<file path="src/logic/exec_pkg.sv">
package exec_pkg;
   // ----------------------------------------
   // Opcode fields
   // ----------------------------------------
   localparam logic [3:0] OPC_SKIP_SET = 4'h7;
   localparam logic [3:0] OPC_CALL = 4'h9;
   localparam logic [11:0] OPC_CLEAR_ACC = 12'h040;
   localparam logic [11:0] OPC_NOP = 12'h000;
   localparam int OPC_TOP_MSB = 11;
   localparam int OPC_TOP_LSB = 8;
   localparam int BIT_SEL_MSB = 7;
   localparam int BIT_SEL_LSB = 5;
   localparam int REG_ADDR_MSB = 4;
   localparam int REG_ADDR_LSB = 0;
   localparam int LIT_MSB = 7;
   localparam int LIT_LSB = 0;
   // ----------------------------------------
   // Status and program counter fields
   // ----------------------------------------
   localparam int STATUS_PAGE_MSB = 6;
   localparam int STATUS_PAGE_LSB = 5;
   localparam int STATUS_ZERO_BIT = 2;
   localparam int PC_WIDTH = 11;
   // ----------------------------------------
   // Reset values
   // ----------------------------------------
   localparam logic [7:0] ACC_RESET = 8'h00;
   localparam logic [10:0] PC_RESET = 11'h7FF;
endpackage

</file>
<file path="src/logic/decode_if.sv">
`timescale 1ns/1ns
interface decode_if;
   logic [11:0] instr;
   logic is_skip_set;
   logic is_call;
   logic is_clear_acc;
   logic [2:0] bit_sel;
   logic [4:0] reg_addr;
   logic [7:0] literal;
   modport dec (input instr, output is_skip_set, is_call, is_clear_acc, bit_sel, reg_addr,
      literal);
   modport core (output instr, input is_skip_set, is_call, is_clear_acc, bit_sel, reg_addr,
      literal);
endinterface

</file>
<file path="src/logic/bit_skip_call_clear_decode.sv">
`timescale 1ns/1ns
// What this block does
// - Opcode 0111 bbbf ffff tests a bit
// - Bit set skips next; clear leaves flags
// - Skip discards prefetch, runs a nop cycle
// - Opcode 1001 kkkk kkkk is call
// - Call pushes PC plus one on stack
// - Call literal loads PC bits 7..0
// - Status bits 6..5 feed PC 10..9
// - PC bit 8 zero, two cycles, flags kept
// - Clear accumulator zeroes it, sets zero flag
module bit_skip_call_clear_decode (
   // Clock and reset
   input wire logic clk_sys,
   input wire logic rst,
   // Fetch pipeline
   input wire logic instr_valid,
   input wire logic [11:0] instr,
   input wire logic [10:0] pc,
   // Register file read port
   output logic [4:0] reg_rd_addr,
   input wire logic [7:0] reg_rd_data,
   input wire logic [7:0] status,
   // Results
   output logic [7:0] acc,
   output logic zero_flag_set,
   output logic flush,
   output logic stall,
   output logic pc_load,
   output logic [10:0] pc_target,
   output logic stack_push,
   output logic [10:0] top_of_return_stack
);
   // ----------------------------------------
   // Decode
   // ----------------------------------------
   decode_if dif ();
   assign dif.instr = instr;
   instr_decode u_dec (
      .d(dif)
   );

   // ----------------------------------------
   // Execute state
   // ----------------------------------------
   // Cycle two of a skip or call treats the fetched word as a nop
   typedef enum logic [1:0] {
      EXEC = 2'b00,
      BUBBLE = 2'b01
   } exec_e;

   // ----------------------------------------
   // Registers and next values
   // ----------------------------------------
   exec_e state_reg;
   exec_e state_next;
   logic [7:0] acc_reg;
   logic [7:0] acc_next;
   logic zero_reg;
   logic zero_next;
   logic flush_reg;
   logic flush_next;
   logic pc_load_reg;
   logic pc_load_next;
   logic [10:0] pc_target_reg;
   logic [10:0] pc_target_next;
   logic push_reg;
   logic push_next;
   logic [10:0] tos_reg;
   logic [10:0] tos_next;

   // ----------------------------------------
   // Combinational helpers
   // ----------------------------------------
   logic live;
   logic bit_hit;
   logic take_skip;
   logic take_call;
   logic take_clear;
   logic [1:0] page_bits;
   logic [10:0] return_addr;

   // ----------------------------------------
   // Operand views
   // ----------------------------------------
   assign reg_rd_addr = dif.reg_addr;
   // Register file answers in the same cycle, so no wait state is needed
   assign bit_hit = reg_rd_data[dif.bit_sel];
   assign page_bits = status[exec_pkg::STATUS_PAGE_MSB:exec_pkg::STATUS_PAGE_LSB];
   // Wraps at the top of program memory, as the counter itself does
   assign return_addr = pc + 11'h001;

   // ----------------------------------------
   // Instruction qualification
   // ----------------------------------------
   // Only the prefetched word is thrown away, never a later one
   assign live = instr_valid && state_reg == EXEC;
   // Opcodes exclude each other, so at most one of these is high
   assign take_skip = live && dif.is_skip_set && bit_hit;
   assign take_call = live && dif.is_call;
   assign take_clear = live && dif.is_clear_acc;

   // ----------------------------------------
   // Sequencer
   // ----------------------------------------
   always_comb begin
      state_next = state_reg;
      unique case (state_reg)
         EXEC: begin
            if (take_skip) begin
               state_next = BUBBLE;
            end else if (take_call) begin
               state_next = BUBBLE;
            end
         end
         BUBBLE: begin
            // Whatever word arrives next is the discarded one
            if (instr_valid) begin
               state_next = EXEC;
            end
         end
         default: begin
            state_next = EXEC;
         end
      endcase
   end

   always_ff @(posedge clk_sys or posedge rst) begin
      if (rst) begin
         state_reg <= EXEC;
      end else begin
         state_reg <= state_next;
      end
   end

   // ----------------------------------------
   // Accumulator and zero flag
   // ----------------------------------------
   always_comb begin
      acc_next = acc_reg;
      zero_next = 1'b0;
      if (take_clear) begin
         acc_next = 8'h00;
         zero_next = 1'b1;
      end
   end

   always_ff @(posedge clk_sys or posedge rst) begin
      if (rst) begin
         acc_reg <= exec_pkg::ACC_RESET;
         zero_reg <= 1'b0;
      end else begin
         acc_reg <= acc_next;
         zero_reg <= zero_next;
      end
   end

   // ----------------------------------------
   // Redirect
   // ----------------------------------------
   // One flush line for both causes; the fetch unit needs no reason
   always_comb begin
      flush_next = 1'b0;
      pc_load_next = 1'b0;
      pc_target_next = pc_target_reg;
      if (take_skip) begin
         flush_next = 1'b1;
      end else if (take_call) begin
         flush_next = 1'b1;
         pc_load_next = 1'b1;
         pc_target_next = {page_bits, 1'b0, dif.literal};
      end
   end

   always_ff @(posedge clk_sys or posedge rst) begin
      if (rst) begin
         flush_reg <= 1'b0;
         pc_load_reg <= 1'b0;
         pc_target_reg <= exec_pkg::PC_RESET;
      end else begin
         flush_reg <= flush_next;
         pc_load_reg <= pc_load_next;
         pc_target_reg <= pc_target_next;
      end
   end

   // ----------------------------------------
   // Return stack push
   // ----------------------------------------
   always_comb begin
      push_next = 1'b0;
      tos_next = tos_reg;
      if (take_call) begin
         push_next = 1'b1;
         tos_next = return_addr;
      end
   end

   always_ff @(posedge clk_sys or posedge rst) begin
      if (rst) begin
         push_reg <= 1'b0;
         tos_reg <= exec_pkg::PC_RESET;
      end else begin
         push_reg <= push_next;
         tos_reg <= tos_next;
      end
   end

   // ----------------------------------------
   // Pulse outputs
   // ----------------------------------------
   assign zero_flag_set = zero_reg;
   assign flush = flush_reg;
   assign stall = state_reg == BUBBLE;
   assign pc_load = pc_load_reg;
   assign stack_push = push_reg;

   // ----------------------------------------
   // Value outputs
   // ----------------------------------------
   assign acc = acc_reg;
   assign pc_target = pc_target_reg;
   assign top_of_return_stack = tos_reg;
endmodule

</file>
<file path="src/logic/instr_decode.sv">
`timescale 1ns/1ns
module instr_decode (
   decode_if.dec d
);
   // ----------------------------------------
   // Field extraction
   // ----------------------------------------
   always_comb begin
      d.is_skip_set = d.instr[exec_pkg::OPC_TOP_MSB:exec_pkg::OPC_TOP_LSB]
         == exec_pkg::OPC_SKIP_SET;
      d.is_call = d.instr[exec_pkg::OPC_TOP_MSB:exec_pkg::OPC_TOP_LSB]
         == exec_pkg::OPC_CALL;
      d.is_clear_acc = d.instr == exec_pkg::OPC_CLEAR_ACC;
      d.bit_sel = d.instr[exec_pkg::BIT_SEL_MSB:exec_pkg::BIT_SEL_LSB];
      d.reg_addr = d.instr[exec_pkg::REG_ADDR_MSB:exec_pkg::REG_ADDR_LSB];
      d.literal = d.instr[exec_pkg::LIT_MSB:exec_pkg::LIT_LSB];
   end
endmodule

</file>
<file path="config.mk">
export PLATFORM = sky130hd
export DESIGN_NAME = bit_skip_call_clear_decode
export DESIGN_NICKNAME = d
export VERILOG_FILES = /design/src/logic/exec_pkg.sv /design/src/logic/decode_if.sv /design/src/logic/bit_skip_call_clear_decode.sv /design/src/logic/instr_decode.sv
export SDC_FILE = /design/constraint.sdc
export NUM_CORES = 1
export LEC_CHECK = 0
export ABC_AREA = 1
export BUFFER_PORTS_ARGS = -buffer_cell sky130_fd_sc_hd__buf_2
export CORE_ASPECT_RATIO = 0.6
export CORE_MARGIN = 2
export CORE_UTILIZATION = 49
export CTS_CLUSTER_DIAMETER = 120
export DETAILED_ROUTE_END_ITERATION = 6
export HOLD_SLACK_MARGIN = 0.06
export PLACE_DENSITY = 0.85
export REMOVE_ABC_BUFFERS = 1
export SYNTH_ARGS = -nofsm -noshare
export SYNTH_HDL_FRONTEND = slang
export SYNTH_HIERARCHICAL = 1
export SYNTH_SLANG_ARGS = --single-unit
</file>
<file path="constraint.sdc">
create_clock -name clk_sys -period 2.8 [get_ports clk_sys]
set_clock_uncertainty 0.2 [all_clocks]
set_input_delay 0.56 -clock clk_sys [delete_from_list [all_inputs] [get_ports clk_sys]]
set_output_delay 0.56 -clock clk_sys [all_outputs]
set_load 0.02 [all_outputs]
</file>
# Word-level counts from Yosys, hierarchy flattened
# Cells that the tools add are included.
totals:
  regBits: 28
  latch_bits: 0
  mem_bits_rw: 0
  rom_bits: 0
  in_bits: 42
  output_inout_bits: 40
  elab_cells: 34
  n_memories: 0
op_classes:
  n_addsub: 1
  mul: 0
  div_mod_pow: 0
  magnitude_cmp: 1
  eq_ne: 6
  shifts: 0
  mux: 10
  n_bitwise: 1
  reduce_logical: 8
op_table:
  columns: ["cell", "count"]
  rows:
  - ["equality test 12 x 7 -> 1 bit, second input constant", 1]
  - ["adder 11 x 1 -> 11 bit, second input constant", 1]
  - ["two-way mux 2 bit", 3]
  - ["logical AND 1 bit", 5]
  - ["two-way mux 1 bit", 5]
  - ["equality test 4 x 3 -> 1 bit, second input constant", 1]
  - ["equality test 4 bit, second input constant", 1]
  - ["< comparator 3 x 4 -> 1 bit, second input constant", 1]
  - ["case mux 2 bit (2 select lines)", 1]
  - ["AND reduction 2 bit", 2]
  - ["binary-select mux 1 bit (select 3 bit)", 1]
  - ["!= test 3 bit, second input constant", 1]
  - ["equality test 2 x 1 -> 1 bit, second input constant", 1]
  - ["zero test 2 bit", 1]
  - ["!= test 2 bit, second input constant", 1]
  - ["inverter 1 bit", 1]

# Logic depth before layout (Yosys ltp)
depth:
  depth_word: 6
  mapped_depth: 11
  ltp_nobuf: 9

# Modules after synthesis
# Netlist, hierarchy kept.
by_module_without_submodules:
  columns: ["module", "n_inst", "cells_per_inst", "area_per_inst_um2", "seq_area_each_um2"]
  rows:
  - ["bit_skip_call_clear_decode", 1, 166, 1383.8, 703.2]
  - ["instr_decode", 1, 37, 212.7, 0.0]

# Least setup slack after synthesis
# Ideal clock, no wire load.
synth_path:
  path_type: "in2reg"
  start: "input instr[10]"
  end: "register pc_target_reg[3], in the netlist pc_target[3]"
  setup_ps: 76
  arrival_ps: 1447
  t_required_ps: 2524
  slack_ps: 1076
  path_stages: 9
  n_path_buf: 1
  cell_sequence: "inv_2 > nand2_2 > nor3_1 > nand3_2 > clkinv_1 > nand2_2 > buf_6 > nand2_1 > nand2_1"
synth_between:
  word_cells_on_any_way: 7
  cone_classes: "2 x eq/ne; 1 x bitwise; 4 x reduce/logical"
synth_rtl:
  columns: ["item", "line_no", "rtl"]
  rows:
  - ["from (decl)", "bit_skip_call_clear_decode.sv:18", "input wire logic [11:0] instr,"]
  - ["equality test 4 bit", "instr_decode.sv:12", "== exec_pkg::OPC_CALL;"]
  - ["net dif.is_call", "decode_if.sv:5", "logic is_call;"]
  - ["logical AND 1 bit", "bit_skip_call_clear_decode.sv:100", "assign take_call = live && dif.is_call;"]
  - ["AND reduction 2 bit (no source line)", null, null]
  - ["to (signal assigned)", "bit_skip_call_clear_decode.sv:179", "pc_target_reg <= exec_pkg::PC_RESET;"]
  - ["to (signal assigned)", "bit_skip_call_clear_decode.sv:183", "pc_target_reg <= pc_target_next;"]
  - ["to (decl)", "bit_skip_call_clear_decode.sv:65", "logic [10:0] pc_target_reg;"]
# The timed path passes the listed nets, and every way through them passes these cells.
# A chain may end at the register's enable or synchronous reset.

# Worst setup path in the final report
layout_path:
  start: "input instr[10]"
  end: "register pc_target_reg[8], in the netlist pc_target[8]"
# The elaborated chain is that of the path after synthesis.

==> impl_metrics.env <==
export IMPL_layout_commonest_cell="buf_2"
export IMPL_drv_slew=0
export IMPL_numCtsBuffers=3
export IMPL_grt_util_all_layers_pct=16.5
export IMPL_cts_tree="done"
export IMPL_ant_nets=0
export IMPL_wirelength_um=3110
export IMPL_relSlewSlack_pct=66.3
export IMPL_synth_edf_count=0
export IMPL_synthTopCellsByArea="dfstp_2, nand2_1, buf_4, dfrtp_1, nand3_1"
export IMPL_clock_latency_ps=260
export IMPL_h_tree_depth=1
export IMPL_end_kind="flop"
export IMPL_cp_common_cell="nand2_2"
export IMPL_hp_class="input pin to async pin"
export IMPL_synth_cell_types=26
export IMPL_required_ps=2800
export IMPL_crit_start="instr[10]"
export IMPL_maxCapViolCount=0
export IMPL_utilization_pct=62.1
export IMPL_core_area_mm2=0.00298
export IMPL_overflow=0
export IMPL_io_buffers=67
export IMPL_dieWidth_um=77.7
export IMPL_worstRegToRegCells=6
export IMPL_setup_tns_final_ps=0
export IMPL_synth_compound_area_share_pct=3.45
export IMPL_synth_area_leader_cell="dfstp_2"
export IMPL_critPathBufInv=4
export IMPL_start_util_pct=53.5
export IMPL_rsz0062_at_grt="false"
export IMPL_async_reset_ff_share_pct=100
export IMPL_synth_cells=203
export IMPL_holdWs_ps=133
export IMPL_drc=0
export IMPL_cts_hold_buf=0
export IMPL_die_h_um=48.2
export IMPL_io_pins=82
export IMPL_ir_drop_uv=392
export IMPL_setup_viol=0
export IMPL_antennaDiodeCount=0
export IMPL_fmaxAchievable_ghz=0.540
export IMPL_fillers=278
export IMPL_synth_top_family_by_area="simple AND/OR/NAND/NOR gates"
export IMPL_seq_area_frac_synth_pct=44.0
export IMPL_firstDrtPassIters=4
export IMPL_cts_root_buf="clkbuf_8"
export IMPL_crit_family="simple AND/OR/NAND/NOR gates"
export IMPL_antenna_found_initial=0
export IMPL_syn_area_mm2=0.00160
export IMPL_tightestPinTransition_ps=503
export IMPL_synth_top_cell_area_share_pct=36.2
export IMPL_wl_per_cell_um=10.5
export IMPL_yosysWarnings=6
export IMPL_power_leakage_nw=1.03
export IMPL_dp_slack_ps=627
export IMPL_period_minus_slack_ps=1850
export IMPL_grt_pass1_wl_um=4770
export IMPL_place_gp_congestion=0.820
export IMPL_muxShareOfSynthArea_pct=0
export IMPL_cts_sinks=27
export IMPL_critical_path_class="input pin to flop"
export IMPL_r2r_start="state_reg[0]$_DFFE_PP0P_"
export IMPL_synthXorXnorAreaFrac_pct=2.19
export IMPL_worst_path_largest_cell_delay_ps=410
export IMPL_ys_seq_elements=27
export IMPL_worstPathArrival_ps=1850
export IMPL_synth_fa_ha_area_share_pct=0.784
export IMPL_drive_above_1_share_pct=41.6
export IMPL_cts_max_path_buffers=2
export IMPL_cts_setup_buffers=0
export IMPL_synth_ff_type="dfstp_2"
export IMPL_avgSynthCellArea_um2=7.86
export IMPL_finalPower_mw=1.10
export IMPL_viasPerCell=4.49
export IMPL_rows=15
export IMPL_crit_chain="buf_2 -> inv_2 -> nand2_2 -> nor3_1 -> nand3_2 -> clkinv_1 -> nand2_2 -> inv_1 -> nor2_1"
export IMPL_synthSimpleGateAreaFrac_pct=30.0
export IMPL_layout_common_cells="buf_2, nand2_1, nand3_1"
export IMPL_p_per_area_mw_per_mm2=591
export IMPL_nets=299
export IMPL_route_vias_total=1333
export IMPL_cp_max_fo=18
export IMPL_rrSetupSlack_ps=1070
export IMPL_cts_resized=0
export IMPL_setup_ws_ps=950
export IMPL_grt_pass1_vias=1030
export IMPL_die_area_mm2=0.00375
export IMPL_crit_slowest_cell="clkinv_1"
export IMPL_period_share_pct=66.1
export IMPL_cp_start_kind="input pin"
export IMPL_r2r_end="pc_target[8]$_DFFE_PP1P_"
export IMPL_grt_max_degree=28
export IMPL_hold_viol_final=0
export IMPL_drtIter0Drc=59
export IMPL_area_delta_synth_final_pct=16.1
export IMPL_clkSlewWorstSetupHoldPaths_ps=80
export IMPL_dpl_hpwl_um=2520
export IMPL_status="finished clean"
where the power goes:
group	total (mW)	leakage (nW)	switching (mW)	internal, mW
sequential	0.551	0.299	0.0368	0.515
clock	0.208	0.0228	0.107	0.101
combinational	0.336	0.710	0.220	0.116
total	1.10	1.03	0.364	0.732
how the worst max path moves through the flow:
stage / depth (start not counted) / slack [ps] / endpoint
after floorplan: 8 / 870 / pc_target[0]$_DFFE_PP1P_
after global placement: 9 / 650 / pc_target[8]$_DFFE_PP1P_
after detailed placement: 9 / 630 / pc_target[8]$_DFFE_PP1P_
after CTS: 9 / 920 / pc_target[8]$_DFFE_PP1P_
after global routing: 8 / 780 / pc_target[8]$_DFFE_PP1P_
final: 9 / 950 / pc_target[8]$_DFFE_PP1P_
cell usage after synthesis, drive strengths merged (2+ instances only):
| library cell | n |
|---|---|
| o21ai | 7 |
| inv | 23 |
| nand2 | 64 |
| buf | 27 |
| nor2 | 12 |
| xor2 | 3 |
| nand3b | 2 |
| nand3 | 25 |
| nand4 | 3 |
| dfstp | 22 |
| nor3 | 2 |
| dfrtp | 5 |
worst reg2reg max path, stage by stage (launching register included):
cell      delay (ps)
dfrtp_1          350
inv_1             70
nand3_2           70
clkinv_1         410
nand2_2          400
inv_1             90
nor2_1            90
routing by layer:
metal	routed length, µm	global-route usage (%)
met5	0	0
met4	7	1.07
met3	192	4.81
met2	1390	25.7
met1	1520	24.2
layout make-up:
class,instances,area [µm²],share of cell area (%)
inverter,24,90.1,4.86
sequential,27,703,37.9
tap,42,52.6,2.84
timing repair buffer,69,350,18.9
multi-input combinational,131,612,33.0
clock buffer,4,45.0,2.43
through the flow:
stage                     area (µm²)  cells
after floorplan                 1410    182
after global placement          1810    293
after detailed placement        1810    293
after CTS                       1850    297
after global routing            1850    297
final                           1850    297
logic make-up (layout without fill, tap and decap cells):
| kind of cell | after synthesis | count (layout) |
|---|---|---|
| adder cells (fa/ha/maj) | 1 | 1 |
| AND/OR/NAND/NOR | 108 | 108 |
| AO/OA/AOI/OAI | 10 | 10 |
| other | 1 | 8 |
| buffers and inverters | 52 | 97 |
| XOR/XNOR | 4 | 4 |
| flip-flops | 27 | 27 |
Power figures use the tool's default switching activity.
